`config.mk`:
```
export PLATFORM = sky130hd
export DESIGN_NAME = timer_event_unit
export DESIGN_NICKNAME = d
export VERILOG_FILES = /design/src/common/timer_event_pkg.sv /design/src/verilog/timer_event_unit.sv
export SDC_FILE = /design/constraint.sdc
export NUM_CORES = 1
export LEC_CHECK = 0
export ABC_AREA = 1
export BUFFER_PORTS_ARGS = -buffer_cell sky130_fd_sc_hd__buf_2
export CORE_MARGIN = 4
export CORE_UTILIZATION = 58
export CTS_BUF_LIST = sky130_fd_sc_hd__clkbuf_4 sky130_fd_sc_hd__clkbuf_8
export CTS_CLUSTER_SIZE = 24
export DETAILED_ROUTE_END_ITERATION = 16
export GPL_ROUTABILITY_DRIVEN = 1
export HOLD_SLACK_MARGIN = 0.06
export PLACE_DENSITY = 0.79
export SLEW_MARGIN = 5
export SYNTH_ARGS = -nofsm -noshare
export SYNTH_HDL_FRONTEND = slang
export SYNTH_SLANG_ARGS = --single-unit
```
`constraint.sdc`:
```
create_clock -name i_core_clk -period 2.3 [get_ports i_core_clk]
set_input_delay 0.46 -clock i_core_clk [delete_from_list [all_inputs] [get_ports i_core_clk]]
set_output_delay 0.46 -clock i_core_clk [all_outputs]
set_load 0.01 [all_outputs]
```
`src/common/timer_event_pkg.sv`:
```
/*
  Shared constants and carriers for the three-channel event timer:
  register offsets, control and status layouts, reset values.
  Assumes a single core clock and a plain strobed register port.
*/
package timer_event_pkg;

  localparam int NUM_CH = 3;
  localparam int DATA_W = 16;
  localparam int ADDR_W = 6;
  localparam int OFS_W  = 4;
  localparam int CH_W   = 2;
  localparam int NUM_SRC = 9;
  localparam int SRC_W  = 4;

  // Word index inside a channel window; channel sits in i_addr[5:4]
  localparam logic [OFS_W-1:0] OFS_CTRL   = 4'h0;
  localparam logic [OFS_W-1:0] OFS_COUNT  = 4'h1;
  localparam logic [OFS_W-1:0] OFS_REG_A  = 4'h2;
  localparam logic [OFS_W-1:0] OFS_REG_B  = 4'h3;
  localparam logic [OFS_W-1:0] OFS_STATUS = 4'h4;
  localparam logic [OFS_W-1:0] OFS_REG_C  = 4'h5;
  localparam logic [OFS_W-1:0] OFS_REG_D  = 4'h6;

  localparam logic [DATA_W-1:0] CTRL_RESET  = 16'h0000;
  localparam logic [DATA_W-1:0] COUNT_RESET = 16'h0000;
  localparam logic [DATA_W-1:0] REG_RESET   = 16'hffff;
  localparam logic [DATA_W-1:0] COUNT_MAX   = 16'hffff;
  localparam logic [DATA_W-1:0] COUNT_STEP  = 16'h0001;
  localparam logic [DATA_W-1:0] READ_ZERO   = 16'h0000;

  localparam logic [1:0] OUT_KEEP   = 2'h0;
  localparam logic [1:0] OUT_LOW    = 2'h1;
  localparam logic [1:0] OUT_HIGH   = 2'h2;
  localparam logic [1:0] OUT_TOGGLE = 2'h3;

  // Control word, bit 15 down to bit 0
  typedef struct packed {
    logic       slow_clk;
    logic       alt_src;
    logic       mode_ext;
    logic       trig_en;
    logic       ie_ovf;
    logic       ie_b;
    logic       ie_a;
    logic [1:0] b_out;
    logic [1:0] a_out;
    logic       b_cap;
    logic       a_cap;
    logic       clr_b;
    logic       clr_a;
    logic       run;
  } ctrl_t;

  // Status word, bit 2 down to bit 0
  typedef struct packed {
    logic ovf;
    logic b;
    logic a;
  } flags_t;

  localparam flags_t FLAGS_RESET = 3'h0;

endpackage : timer_event_pkg

```
`src/verilog/timer_event_unit.sv`:
```
/*
  Three-channel 16-bit event timer: counters, compare and capture
  registers, status flags with read-then-write-zero clearing, interrupt
  requests, converter start pulses and the write/event contention rules.
  Assumes a strobed register port on i_core_clk (one-cycle strobes,
  read data the cycle after) and asynchronous capture pins.
*/
`timescale 1ns/1ps
module timer_event_unit
  import timer_event_pkg::*;
#(
  parameter int PRESCALE_DIV = 4
)(
  input  wire logic                                 i_core_clk,
  input  wire logic                                 i_rst_b,
  input  wire logic [timer_event_pkg::ADDR_W-1:0]  i_addr,
  input  wire logic [timer_event_pkg::DATA_W-1:0]  i_wdata,
  input  wire logic                                 i_wr,
  input  wire logic                                 i_rd,
  output logic      [timer_event_pkg::DATA_W-1:0]  o_rdata,
  input  wire logic [timer_event_pkg::NUM_CH-1:0]  i_pin_a_in,
  input  wire logic [timer_event_pkg::NUM_CH-1:0]  i_pin_b_in,
  output logic      [timer_event_pkg::NUM_CH-1:0]  o_pin_a_out,
  output logic      [timer_event_pkg::NUM_CH-1:0]  o_pin_a_oe,
  output logic      [timer_event_pkg::NUM_CH-1:0]  o_pin_b_out,
  output logic      [timer_event_pkg::NUM_CH-1:0]  o_pin_b_oe,
  output logic      [timer_event_pkg::NUM_CH-1:0]  o_match_irq_a,
  output logic      [timer_event_pkg::NUM_CH-1:0]  o_match_irq_b,
  output logic      [timer_event_pkg::NUM_CH-1:0]  o_overflow_irq,
  output logic                                      o_irq_top_valid,
  output logic      [timer_event_pkg::SRC_W-1:0]   o_irq_top_src,
  output logic      [timer_event_pkg::NUM_CH-1:0]  o_adc_start
);
  import timer_event_pkg::*;

  localparam int DIV_W = (PRESCALE_DIV > 1) ? $clog2(PRESCALE_DIV) : 1;
  localparam logic [DIV_W-1:0] DIV_LAST = DIV_W'(PRESCALE_DIV - 1);
  localparam logic [DIV_W-1:0] DIV_ZERO = '0;
  localparam logic [DIV_W-1:0] DIV_ONE  = DIV_W'(1);

  function automatic logic hit(input logic [ADDR_W-1:0] a,
                               input int ch,
                               input logic [OFS_W-1:0] ofs);
    hit = (a[ADDR_W-1 -: CH_W] == CH_W'(ch)) && (a[OFS_W-1:0] == ofs);
  endfunction : hit

  // State
  ctrl_t               ctrl_q  [NUM_CH];
  ctrl_t               ctrl_d  [NUM_CH];
  logic [DATA_W-1:0]   count_q [NUM_CH];
  logic [DATA_W-1:0]   count_d [NUM_CH];
  logic [DATA_W-1:0]   a_q     [NUM_CH];
  logic [DATA_W-1:0]   a_d     [NUM_CH];
  logic [DATA_W-1:0]   b_q     [NUM_CH];
  logic [DATA_W-1:0]   b_d     [NUM_CH];
  flags_t              flags_q [NUM_CH];
  flags_t              flags_d [NUM_CH];
  flags_t              armed_q [NUM_CH];
  flags_t              armed_d [NUM_CH];
  logic [DATA_W-1:0]   c_q;
  logic [DATA_W-1:0]   c_d;
  logic [DATA_W-1:0]   d_q;
  logic [DATA_W-1:0]   d_d;
  logic [DIV_W-1:0]    div_q;
  logic [DIV_W-1:0]    div_d;
  logic [DATA_W-1:0]   rdata_d;
  logic [NUM_CH-1:0]   pa_out_d;
  logic [NUM_CH-1:0]   pa_oe_d;
  logic [NUM_CH-1:0]   pb_out_d;
  logic [NUM_CH-1:0]   pb_oe_d;
  logic [NUM_CH-1:0]   irq_a_d;
  logic [NUM_CH-1:0]   irq_b_d;
  logic [NUM_CH-1:0]   irq_ovf_d;
  logic                top_valid_d;
  logic [SRC_W-1:0]    top_src_d;
  logic [NUM_CH-1:0]   adc_d;

  // Pin synchronisers; stage 1 feeds stage 2 only
  logic [NUM_CH-1:0]   pa_s1;
  logic [NUM_CH-1:0]   pa_s2;
  logic [NUM_CH-1:0]   pa_s3;
  logic [NUM_CH-1:0]   pb_s1;
  logic [NUM_CH-1:0]   pb_s2;
  logic [NUM_CH-1:0]   pb_s3;

  // Event terms
  logic [NUM_CH-1:0]   tick;
  logic [NUM_CH-1:0]   inc;
  logic [NUM_CH-1:0]   ma;
  logic [NUM_CH-1:0]   mb;
  logic [NUM_CH-1:0]   cap_a;
  logic [NUM_CH-1:0]   cap_b;
  logic [NUM_CH-1:0]   evt_a;
  logic [NUM_CH-1:0]   evt_b;
  logic [NUM_CH-1:0]   clr;
  logic [NUM_CH-1:0]   ovf;
  logic [NUM_CH-1:0]   wr_cnt;
  logic                div_tick;
  logic                lower_ovf;
  logic                casc_cnt;
  logic                c_evt;
  logic [DATA_W-1:0]   c_new;
  logic [DATA_W-1:0]   d_new;
  logic [NUM_SRC-1:0]  pend;

  always_comb
  begin
    div_tick = (div_q == DIV_ZERO);
    div_d    = div_tick ? DIV_LAST : div_q - DIV_ONE;

    for (int ch = 0; ch < NUM_CH; ch++)
    begin
      tick[ch]   = ctrl_q[ch].run &&
                   (!ctrl_q[ch].slow_clk || div_tick);
      wr_cnt[ch] = i_wr && hit(i_addr, ch, OFS_COUNT);
    end

    // Channel 1 counts on channel 2 overflow in cascade mode
    lower_ovf = tick[2] && (count_q[2] == COUNT_MAX);
    if (ctrl_q[1].mode_ext)
      tick[1] = ctrl_q[1].run && lower_ovf;
    casc_cnt = tick[1] && !wr_cnt[2];

    // Match only in the last equal state, just before the count clock
    for (int ch = 0; ch < NUM_CH; ch++)
    begin
      ma[ch] = tick[ch] && (count_q[ch] == a_q[ch]) &&
               !ctrl_q[ch].a_cap;
      mb[ch] = tick[ch] && (count_q[ch] == b_q[ch]) &&
               !ctrl_q[ch].b_cap;
      cap_a[ch] = ctrl_q[ch].a_cap && pa_s2[ch] && !pa_s3[ch];
      cap_b[ch] = ctrl_q[ch].b_cap && pb_s2[ch] && !pb_s3[ch];
    end

    // Channel 0 C event: cascade count when alt_src (C then loads count 0 every cycle), else compare
    if (ctrl_q[0].alt_src)
    begin
      cap_a[0] = casc_cnt;
      c_evt    = casc_cnt;
    end
    else
      c_evt = tick[0] && (count_q[0] == c_q) && !ctrl_q[0].mode_ext;
    if (ctrl_q[1].alt_src)
      cap_b[1] = c_evt;

    for (int ch = 0; ch < NUM_CH; ch++)
    begin
      evt_a[ch] = ma[ch] || cap_a[ch];
      evt_b[ch] = mb[ch] || cap_b[ch];
      clr[ch]   = (ctrl_q[ch].clr_a && evt_a[ch]) ||
                  (ctrl_q[ch].clr_b && evt_b[ch]);
      inc[ch]   = tick[ch];
    end
    if (ctrl_q[1].mode_ext)
      inc[1] = casc_cnt;

    c_new = (i_wr && hit(i_addr, 0, OFS_REG_C)) ? i_wdata : c_q;
    d_new = (i_wr && hit(i_addr, 0, OFS_REG_D)) ? i_wdata : d_q;
    c_d   = c_new;
    d_d   = d_new;

    for (int ch = 0; ch < NUM_CH; ch++)
    begin
      ctrl_d[ch] = ctrl_q[ch];
      if (i_wr && hit(i_addr, ch, OFS_CTRL))
        ctrl_d[ch] = ctrl_t'(i_wdata);

      // Clear beats write, write beats increment
      ovf[ch] = inc[ch] && (count_q[ch] == COUNT_MAX) &&
                !clr[ch] && !wr_cnt[ch];
      if (clr[ch])
        count_d[ch] = COUNT_RESET;
      else if (wr_cnt[ch])
        count_d[ch] = i_wdata;
      else if (inc[ch])
        count_d[ch] = count_q[ch] + COUNT_STEP;
      else
        count_d[ch] = count_q[ch];

      // General register A
      a_d[ch] = a_q[ch];
      if (cap_a[ch])
        a_d[ch] = count_q[ch];
      else if (ch == 0 && ctrl_q[0].mode_ext && ma[ch])
        a_d[ch] = c_new;
      else if (i_wr && hit(i_addr, ch, OFS_REG_A))
        a_d[ch] = i_wdata;

      // General register B
      b_d[ch] = b_q[ch];
      if (cap_b[ch])
        b_d[ch] = count_q[ch];
      else if (ch == 0 && ctrl_q[0].mode_ext && mb[ch])
        b_d[ch] = d_new;
      else if (i_wr && hit(i_addr, ch, OFS_REG_B))
        b_d[ch] = i_wdata;

      // Status flags: set wins over clear
      armed_d[ch] = armed_q[ch];
      flags_d[ch] = flags_q[ch];
      if (i_rd && hit(i_addr, ch, OFS_STATUS))
        armed_d[ch] = armed_q[ch] | flags_q[ch];
      if (i_wr && hit(i_addr, ch, OFS_STATUS))
      begin
        flags_d[ch] = flags_q[ch] &
                      ~(armed_q[ch] & ~flags_t'(i_wdata));
        armed_d[ch] = FLAGS_RESET;
      end
      if (evt_a[ch])
        flags_d[ch].a = 1'b1;
      if (evt_b[ch])
        flags_d[ch].b = 1'b1;
      if (ovf[ch])
        flags_d[ch].ovf = 1'b1;

      irq_a_d[ch]   = flags_d[ch].a && ctrl_d[ch].ie_a;
      irq_b_d[ch]   = flags_d[ch].b && ctrl_d[ch].ie_b;
      irq_ovf_d[ch] = flags_d[ch].ovf && ctrl_d[ch].ie_ovf;
      adc_d[ch]     = evt_a[ch] && ctrl_q[ch].trig_en;

      // Pin levels on compare match
      pa_oe_d[ch]  = !ctrl_q[ch].a_cap;
      pb_oe_d[ch]  = !ctrl_q[ch].b_cap;
      pa_out_d[ch] = o_pin_a_out[ch];
      pb_out_d[ch] = o_pin_b_out[ch];
      if (ma[ch])
        unique case (ctrl_q[ch].a_out)
          OUT_KEEP:   pa_out_d[ch] = o_pin_a_out[ch];
          OUT_LOW:    pa_out_d[ch] = 1'b0;
          OUT_HIGH:   pa_out_d[ch] = 1'b1;
          OUT_TOGGLE: pa_out_d[ch] = !o_pin_a_out[ch];
        endcase
      if (mb[ch])
        unique case (ctrl_q[ch].b_out)
          OUT_KEEP:   pb_out_d[ch] = o_pin_b_out[ch];
          OUT_LOW:    pb_out_d[ch] = 1'b0;
          OUT_HIGH:   pb_out_d[ch] = 1'b1;
          OUT_TOGGLE: pb_out_d[ch] = !o_pin_b_out[ch];
        endcase

      pend[3*ch]     = irq_a_d[ch];
      pend[3*ch + 1] = irq_b_d[ch];
      pend[3*ch + 2] = irq_ovf_d[ch];
    end

    // Capture buffer transfer beats a buffer write
    if (ctrl_q[0].mode_ext && cap_a[0])
      c_d = a_q[0];
    if (ctrl_q[0].mode_ext && cap_b[0])
      d_d = b_q[0];
    if (ctrl_q[0].alt_src)
      c_d = count_q[0];

    // Lowest index wins: channel 0 first
    top_valid_d = |pend;
    top_src_d   = '0;
    for (int s = NUM_SRC - 1; s >= 0; s--)
      if (pend[s])
        top_src_d = SRC_W'(s);

    // Registers A to D read from next values so a coinciding capture shows
    rdata_d = READ_ZERO;
    for (int ch = 0; ch < NUM_CH; ch++)
    begin
      if (i_rd && hit(i_addr, ch, OFS_CTRL))
        rdata_d = DATA_W'(ctrl_q[ch]);
      if (i_rd && hit(i_addr, ch, OFS_COUNT))
        rdata_d = count_q[ch];
      if (i_rd && hit(i_addr, ch, OFS_REG_A))
        rdata_d = a_d[ch];
      if (i_rd && hit(i_addr, ch, OFS_REG_B))
        rdata_d = b_d[ch];
      if (i_rd && hit(i_addr, ch, OFS_STATUS))
        rdata_d = DATA_W'(flags_q[ch]);
    end
    if (i_rd && hit(i_addr, 0, OFS_REG_C))
      rdata_d = c_d;
    if (i_rd && hit(i_addr, 0, OFS_REG_D))
      rdata_d = d_d;
  end

  always_ff @(posedge i_core_clk or negedge i_rst_b)
  begin
    if (!i_rst_b)
    begin
      for (int ch = 0; ch < NUM_CH; ch++)
      begin
        ctrl_q[ch]  <= ctrl_t'(CTRL_RESET);
        count_q[ch] <= COUNT_RESET;
        a_q[ch]     <= REG_RESET;
        b_q[ch]     <= REG_RESET;
        flags_q[ch] <= FLAGS_RESET;
        armed_q[ch] <= FLAGS_RESET;
      end
      c_q             <= REG_RESET;
      d_q             <= REG_RESET;
      div_q           <= DIV_ZERO;
      o_rdata         <= READ_ZERO;
      o_pin_a_out     <= '0;
      o_pin_a_oe      <= '0;
      o_pin_b_out     <= '0;
      o_pin_b_oe      <= '0;
      o_match_irq_a   <= '0;
      o_match_irq_b   <= '0;
      o_overflow_irq  <= '0;
      o_irq_top_valid <= 1'b0;
      o_irq_top_src   <= '0;
      o_adc_start     <= '0;
      pa_s1           <= '0;
      pa_s2           <= '0;
      pa_s3           <= '0;
      pb_s1           <= '0;
      pb_s2           <= '0;
      pb_s3           <= '0;
    end
    else
    begin
      for (int ch = 0; ch < NUM_CH; ch++)
      begin
        ctrl_q[ch]  <= ctrl_d[ch];
        count_q[ch] <= count_d[ch];
        a_q[ch]     <= a_d[ch];
        b_q[ch]     <= b_d[ch];
        flags_q[ch] <= flags_d[ch];
        armed_q[ch] <= armed_d[ch];
      end
      c_q             <= c_d;
      d_q             <= d_d;
      div_q           <= div_d;
      o_rdata         <= rdata_d;
      o_pin_a_out     <= pa_out_d;
      o_pin_a_oe      <= pa_oe_d;
      o_pin_b_out     <= pb_out_d;
      o_pin_b_oe      <= pb_oe_d;
      o_match_irq_a   <= irq_a_d;
      o_match_irq_b   <= irq_b_d;
      o_overflow_irq  <= irq_ovf_d;
      o_irq_top_valid <= top_valid_d;
      o_irq_top_src   <= top_src_d;
      o_adc_start     <= adc_d;
      pa_s1           <= i_pin_a_in;
      pa_s2           <= pa_s1;
      pa_s3           <= pa_s2;
      pb_s1           <= i_pin_b_in;
      pb_s2           <= pb_s1;
      pb_s3           <= pb_s2;
    end
  end

endmodule : timer_event_unit

```
==> results.yml, run 1 <==
cts:
  h-tree-depth: 2
  cts_root_buf: "clkbuf_8"
  clock_sinks: 307
  cts_made_buffers: 52
  clockBufferDepth: 3
placed_design:
  port_buffers: 76
  place.detailed.hpwl_um: 65900
  gp_congestion: 1.23
timing:
  endpoint_type: "register input"
  worst_endpoint: "o_rdata[8]$_DFF_PN0_/D"
die:
  row_count: 64
  die_x_um: 186
  start_util: 0.594
  fp.dieH_um: 186
  ios: 77
logic_synthesis:
  async_flop_share: 1.00
  yosys_warnings: 0
  synth_edf_count: 0
  netlist_area_um2: 18400
  postSynthCellCount: 2471
  synthFlopType: "dfrtp_1"
  syn_avg_cell_area_um2: 7.43
  syn-num-nets: 2507
  ys_types: 64
  ys_seq_area_frac: 0.427
  ys_seq_elements: 307
global_routing:
  grt_overflow_total: 88
  track_usage: 0.738
  grt_max_degree: 67
run_status:
  status: "did not finish"
  stop_error: "[ERROR GRT-0232] Routing congestion too high. Check the congestion heatmap in the GUI."
  haltStage: "5_1_grt"
synthesized netlist by cell type (14+ instances only):
cell type | instances | share of area
o211ai_1 | 82 | 0.034
clkbuf_1 | 80 | 0.016
dfstp_2 | 128 | 0.18
buf_2 | 33 | 0.0090
nor3_1 | 14 | 0.0038
xor2_1 | 41 | 0.020
nand2_1 | 697 | 0.14
inv_2 | 30 | 0.0061
dfrtp_1 | 179 | 0.24
o21ai_0 | 258 | 0.070
o22ai_1 | 47 | 0.016
nor2_1 | 152 | 0.031
inv_1 | 220 | 0.045
or2_2 | 17 | 0.0058
a21oi_1 | 108 | 0.029
o21ai_1 | 27 | 0.0074
nand4_1 | 43 | 0.015
nand2_2 | 16 | 0.0055
nand3_1 | 100 | 0.027
logic make-up after synthesis:
| group | after synthesis | synth area share |
|---|---|---|
| compound gates | 603 | 0.193 |
| buf+inv | 396 | 0.0884 |
| xor+xnor | 54 | 0.0258 |
| simple gates | 1107 | 0.263 |
| flops | 307 | 0.427 |
| fa+ha+maj | 4 | 0.00273 |
metal layers:
layer / GRT overflow / GRT usage
met3: 1 / 0.615
met2: 47 / 0.883
met1: 3 / 0.739
met5: 0 / 0.347
met4: 37 / 0.707
timing repair:
action,CTS
setup endpoints to repair,119
buffers inserted,51
cloned,6
hold endpoints to repair,38
hold buffers,7
pin swaps,85
gates resized for setup,332
per-stage QoR:
stage	instance area [um2]	hold WS, ns	worst slack [ns]	setup TNS, ns	std cells
2_1_floorplan	18400	0.164	0.0765	0	2471
3_5_place_dp	23500	0.340	-0.945	-51.17	3424
3_3_place_gp	23500	0.332	-0.918	-50.32	3424
4_1_cts	26400	0.207	-0.617	-23.27	3583
==> inputs of run 2 (changes only) <==
--- a/config.mk
+++ b/config.mk
@@ -8,13 +8,10 @@
 export ABC_AREA = 1
 export BUFFER_PORTS_ARGS = -buffer_cell sky130_fd_sc_hd__buf_2
 export CORE_MARGIN = 4
-export CORE_UTILIZATION = 58
-export CTS_BUF_LIST = sky130_fd_sc_hd__clkbuf_4 sky130_fd_sc_hd__clkbuf_8
-export CTS_CLUSTER_SIZE = 24
+export CORE_UTILIZATION = 40
 export DETAILED_ROUTE_END_ITERATION = 16
 export GPL_ROUTABILITY_DRIVEN = 1
-export HOLD_SLACK_MARGIN = 0.06
-export PLACE_DENSITY = 0.79
+export PLACE_DENSITY_LB_ADDON = 0.15
 export SLEW_MARGIN = 5
 export SYNTH_ARGS = -nofsm -noshare
 export SYNTH_HDL_FRONTEND = slang
==> constraint.sdc (replaced) <==
create_clock -name i_core_clk -period 3 [get_ports i_core_clk]
set_input_delay 0.6 -clock i_core_clk [delete_from_list [all_inputs] [get_ports i_core_clk]]
set_output_delay 0.6 -clock i_core_clk [all_outputs]
set_load 0.01 [all_outputs]
==> results.yml, run 2 <==
timing:
  hold_viol: 0
  finalClockSkew_ns: 0.0288
  worst_slack_ns: -0.128
  fin_crit_sh: 1.04
  worst_slew_pin_slew_ns: 0.824
  rsz0062_at_grt: "true"
  fin_crit_ns: 3.13
  setup_viol: 3
  fmax_mhz: 320
  slew_headroom: 0.448
  slew_viol_final: 0
critical_path:
  crit_family: "simple AND/OR/NAND/NOR gates"
  critPathCapture: "o_rdata[11]"
  rrSetupSlack_ns: -0.13
  cp.depth: 17
  cp-startpoint: "div_q[0]"
  crit_path_end_kind: "flip-flop"
  cp_slowest_stage_delay_ns: 0.67
  startpoint_type: "flip-flop"
  cp_slowest_cell: "o211ai_1"
  r2r_start: "div_q[0]"
  r2r_cells: 17
  worstPathRequired_ns: 3.50
  r2r-end: "o_rdata[11]"
  worstPathMaxFanout: 18
  critPathKind: "flip-flop to flip-flop"
  arrival_ns: 3.63
  path_cells: "inv_1 > ha_2 > inv_2 > a21oi_4 > buf_6 > nand3_1 > nor4_2 > nand3_2 > nand2_2 > nand2_4 > nand2_4 > inv_8 > o211ai_1 > nand2_1 > nand4_1 > nand2_1 > nand3_1"
  worst-path-buf-inv: 4
placed_design:
  port_buffers: 76
  placed_area_um2: 22300
  place.detailed.hpwl_um: 75100
  dp.cells: 3438
  gp_congestion: 1.07
logic_synthesis:
  yosysTopAreaCell: "dfrtp_1"
  yosys_warnings: 0
  postSynthCellCount: 2471
  synth_edf_count: 0
  synth.most_common_cell: "nand2_1"
  synthFlopType: "dfrtp_1"
  post_synth_most_frequent_cells: "697 x nand2_1, 258 x o21ai_0, 220 x inv_1, 179 x dfrtp_1, 152 x nor2_1"
  async_flop_share: 1.00
  ys_seq_elements: 307
  syn_avg_cell_area_um2: 7.43
  syn-num-nets: 2507
  netlist_area_um2: 18400
  ys_types: 64
  synth.area.top_cells: "dfrtp_1 24%, dfstp_2 18%, nand2_1 14%"
  netlist.area_leader.share: 0.244
  ys_seq_area_frac: 0.427
detailed_routing:
  via_per_inst: 5.74
  wl_met1_um: 37300
  wl_met2_um: 42300
  wl_met3_um: 8760
  wire_per_inst_um: 27.0
  vias: 20300
  final_antenna_net_count: 0
  highest_layer: "met5"
  dr.pass1.iters: 6
  first_iter_violations: 2528
  drc: 0
  wl_um: 95700
global_routing:
  grt_pass1_wl_um: 137000
  track_usage: 0.377
  grt_max_degree: 86
  grt_overflow_total: 0
  grt_pass1_vias: 19500
  antenna_found_initial: 6
die:
  row_count: 78
  start_util: 0.405
  die_x_um: 222
  dieArea_um2: 49400
  ios: 77
  fp.dieH_um: 222
  core_um2: 45400
power:
  p_leak_nw: 11.5
  ir_drop_mv: 0.620
  powerDensity_nw_per_um2: 796
final_layout:
  finalNetCount: 2951
  layout-drive-gt1-share: 0.322
  multi_input_area_um2: 9270
  final_cell_mix: "660 x nand2_1, 427 x buf_4, 250 x o21ai_0"
  fillers: 4354
  regArea_um2: 7850
  fin_area_um2: 24400
  final_cells: 3547
  final_common_cell: "nand2_1"
  area_growth_pct: 33.0
cts:
  clk_pin_slew_worst_paths_ns: 0.06
  clockBufferDepth: 3
  insertion_delay_ns: 0.59
  clock_sinks: 307
  cts_root_buf: "clkbuf_16"
  cts_made_buffers: 39
  cts_tree: "built"
  h-tree-depth: 2
run_status:
  status: "finished with violations"
  violations: "negative setup slack"
worst_hold_path:
  hp-class: "input pin to flip-flop"
job:
  maxCapViolCount: 0
run 2: worst min path at each step:
stage / cells after the start / from / end / slack, ns
finish: 1 / i_pin_b_in[2] / pb_s1[2] / 0.12
floorplan: 0 / i_rst_b / armed_q[0] / 0.30
global route: 1 / i_pin_b_in[1] / pb_s1[1] / 0.12
CTS: 1 / i_pin_b_in[1] / pb_s1[1] / 0.1
global placement: 0 / pa_s1[1] / pa_s2[1] / 0.33
detailed placement: 0 / pa_s1[2] / pa_s2[2] / 0.34
run 2: area by class of cell:
cell class,instances,share of cell area
diodes,2,0.000205
clock buffers,53,0.0454
clock inverters,18,0.0106
inverters,261,0.0407
multi-input cells,1768,0.380
flip-flops and latches,307,0.321
well taps,600,0.0308
repair buffers,538,0.171
run 2: routing by layer:
| metal | vias up | track usage |
|---|---|---|
| met5 | - | 0 |
| met3 | 299 | 0.0746 |
| met2 | 1090 | 0.585 |
| met4 | 6 | 0.226 |
| met1 | 9856 | 0.487 |
| li1 | 9096 | - |
run 2: metrics by stage:
stage	hold WS, ns	util	TNS, ns	worst slack [ns]	power (mW)
5_1_grt	0.115	0.538	-0.872	-0.155	20.3
3_5_place_dp	0.340	0.492	-6.57	-0.516	13.7
2_1_floorplan	0.304	-	0	0.636	10.2
6_report	0.120	0.538	-0.255	-0.128	19.4
3_3_place_gp	0.334	0.492	-6.00	-0.595	13.8
4_1_cts	0.0983	0.531	-0.125	-0.0399	19.1
run 2: cells by family (layout without fill, tap and decap cells):
kind of cell               Yosys count  count (layout)  share of synthesized area
DFF                                307             307                      0.427
adders and majority gates            4               4                    0.00273
AOI/OAI and AO/OA                  603             603                      0.193
other                                0               2                          0
xor gates and xnor gates            54              54                     0.0258
buffers and inverters              396             870                     0.0884
and+or+nand+nor                   1107            1107                      0.263
run 2: power breakdown:
| group | switching (mW) | total (mW) | internal, mW |
|---|---|---|---|
| Combinational | 4.27 | 7.44 | 3.16 |
| Clock | 2.08 | 5.13 | 3.05 |
| Sequential | 1.03 | 6.86 | 5.83 |
run 2: worst reg2reg max path, stage by stage (launching register included):
cell and delay, ns:
dfrtp_1 0.37, inv_1 0.06, ha_2 0.16, inv_2 0.05, a21oi_4 0.27, buf_6 0.14, nand3_1 0.08, nor4_2 0.21
nand3_2 0.19, nand2_2 0.16, nand2_4 0.07, nand2_4 0.10, inv_8 0.08, o211ai_1 0.68, nand2_1 0.17, nand4_1 0.12
nand2_1 0.07, nand3_1 0.08
run 2: what timing repair did:
item,CTS,global route
endpoints found under the hold margin,29,0
buffers inserted,26,12
gates resized for setup,59,76
pin swaps,37,45
setup endpoints to repair,35,55
hold buffers,1,0
No activity file was read; power rests on OpenSTA's default activity.
==> inputs of run 3 (changes only) <==
--- a/config.mk
+++ b/config.mk
@@ -7,12 +7,12 @@
 export LEC_CHECK = 0
 export ABC_AREA = 1
 export BUFFER_PORTS_ARGS = -buffer_cell sky130_fd_sc_hd__buf_2
+export CORE_ASPECT_RATIO = 1.4
 export CORE_MARGIN = 4
 export CORE_UTILIZATION = 40
 export DETAILED_ROUTE_END_ITERATION = 16
 export GPL_ROUTABILITY_DRIVEN = 1
 export PLACE_DENSITY_LB_ADDON = 0.15
-export SLEW_MARGIN = 5
 export SYNTH_ARGS = -nofsm -noshare
 export SYNTH_HDL_FRONTEND = slang
 export SYNTH_SLANG_ARGS = --single-unit
==> results.yml, run 3 (same netlist as run 2, synthesis figures left out) <==
run_status:
  status: "complete, no violations"
timing:
  worst_slack_ns: 0.0348
  setup_viol: 0
  finalClockSkew_ns: 0.0269
  hold_viol: 0
  worst_slew_pin_slew_ns: 0.923
  slew_viol_final: 0
  rsz0062_at_grt: "true"
  fin_crit_ns: 2.97
  slew_headroom: 0.379
  fin_crit_sh: 0.988
  fin_setup_tns_ns: 0
  fmax_mhz: 337
power:
  powerDensity_nw_per_um2: 775
  p_leak_nw: 11.0
  ir_drop_mv: 0.532
detailed_routing:
  final_antenna_net_count: 0
  via_per_inst: 5.66
  wl_um: 88300
  drc: 0
  dr.pass1.iters: 6
  vias: 19600
  first_iter_violations: 1717
  wire_per_inst_um: 25.5
cts:
  cts_tree: "built"
  cts_made_buffers: 36
  clock_sinks: 307
  clk_pin_slew_worst_paths_ns: 0.06
  cts_root_buf: "clkbuf_16"
  clockBufferDepth: 3
  h-tree-depth: 2
  insertion_delay_ns: 0.56
critical_path:
  cp_slowest_stage_delay_ns: 0.39
  cp_slowest_cell: "dfrtp_1"
  worstPathRequired_ns: 3.40
  worstPathMaxFanout: 5
  crit_path_end_kind: "flip-flop"
  crit_top_cell: "nand2_2"
  r2r_cells: 20
  critPathKind: "flip-flop to flip-flop"
  startpoint_type: "flip-flop"
  arrival_ns: 3.37
  r2r_start: "div_q[0]"
  cp-startpoint: "div_q[0]"
  path_cells: "inv_2 > ha_4 > inv_4 > a21oi_4 > buf_6 > nand2_2 > nor3_4 > nand4_4 > buf_6 > inv_8 > buf_12 > nand2_2 > nand3_2 > o211ai_1 > nand2_1 > nand4_1 > nand2_2 > nand4_1 > nand2_2 > nand3_2"
global_routing:
  grt_max_degree: 78
  antenna_found_initial: 2
  grt_overflow_total: 0
  grt_pass1_vias: 19300
  grt_pass1_wl_um: 128000
  track_usage: 0.349
final_layout:
  final_cells: 3469
  finalNetCount: 2866
  final_common_cell: "nand2_1"
  area_growth_pct: 28.2
  multi_input_area_um2: 9130
  fin_area_um2: 23500
  fin_util: 0.520
  layout-drive-gt1-share: 0.290
  fillers: 4449
  regArea_um2: 7850
  final_cell_mix: "668 x nand2_1, 348 x buf_4, 255 x o21ai_0"
die:
  core_um2: 45200
  ios: 77
  fp.dieH_um: 262
  dieArea_um2: 49400
  row_count: 92
  die_x_um: 189
  start_util: 0.406
placed_design:
  gp_congestion: 1.06
  placed_area_um2: 21800
  port_buffers: 76
  dp.cells: 3385
  place.detailed.hpwl_um: 69200
  place_ws_ns: -0.517
worst_hold_path:
  hp-class: "input pin to async pin"
job:
  maxCapViolCount: 0
run 3: cell count changes in the layout (fill, tap and decap cells not counted), moves of 4 or more:
cell and change:
o21ai_0 +5, nand2_1 +8, nand2_2 -6, nand3_2 -11
buf_4 -79, o21ai_2 -4, nand3_1 +14
run 3: critical path, delay by kind of cell, from the launching register on:
| kind | cells | cell delay, ns |
|---|---|---|
| adders and majority gates | 1 | 0.13 |
| DFF | 1 | 0.39 |
| buffers and inverters | 6 | 0.59 |
| AOI/OAI and AO/OA | 2 | 0.25 |
| and+or+nand+nor | 11 | 1.44 |
run 3: power breakdown:
part           internal (mW)  total [mW]  switching (mW)
clock network           2.75        4.67            1.92
logic                   2.76        6.76            4.00
registers               5.83        6.82           0.991
run 3: timing repair:
item                                    in CTS  in global routing
setup buffers                                6                 10
hold buffers                                 0                  0
cloned                                       1                  3
gates resized for setup                     24                 73
pin swaps                                    4                 36
endpoints found under the setup margin      32                 61
run 3: metrics by stage:
stage                     hold slack, ns  total power [mW]
final                             0.0242              18.2
after global routing              0.0781              19.1
after CTS                         0.0455              18.0
after detailed placement           0.336              13.3
after global placement             0.331              13.2
after floorplan                    0.304              10.2
run 3: area by class of cell:
| cell class | count | share of cell area |
|---|---|---|
| repair buffers | 456 | 0.152 |
| well taps | 611 | 0.0325 |
| multi-input cells | 1768 | 0.388 |
| flip-flops and latches | 307 | 0.333 |
| clock inverters | 11 | 0.00611 |
| inverters | 261 | 0.0428 |
| clock buffers | 53 | 0.0458 |
| diodes | 2 | 0.000213 |
run 3: worst paths after layout:
path                            slack (ns)     endpoint
max in group asynchronous             2.03       a_q[0]
worst max-delay path                  0.03   o_rdata[7]
min in group i_core_clk               0.15     pa_s1[1]
worst min register to register        0.35     pa_s2[1]
worst max register to register        0.03   o_rdata[7]
worst min-delay path                  0.02  count_q[45]
run 3: routing by layer:
metal	vias to the layer above	global-route usage	wire (um)
met4	2	0.292	9160
met1	9463	0.395	32000
met2	910	0.578	41800
met5	-	0	12
li1	8929	-	-
met3	325	0.0537	5370
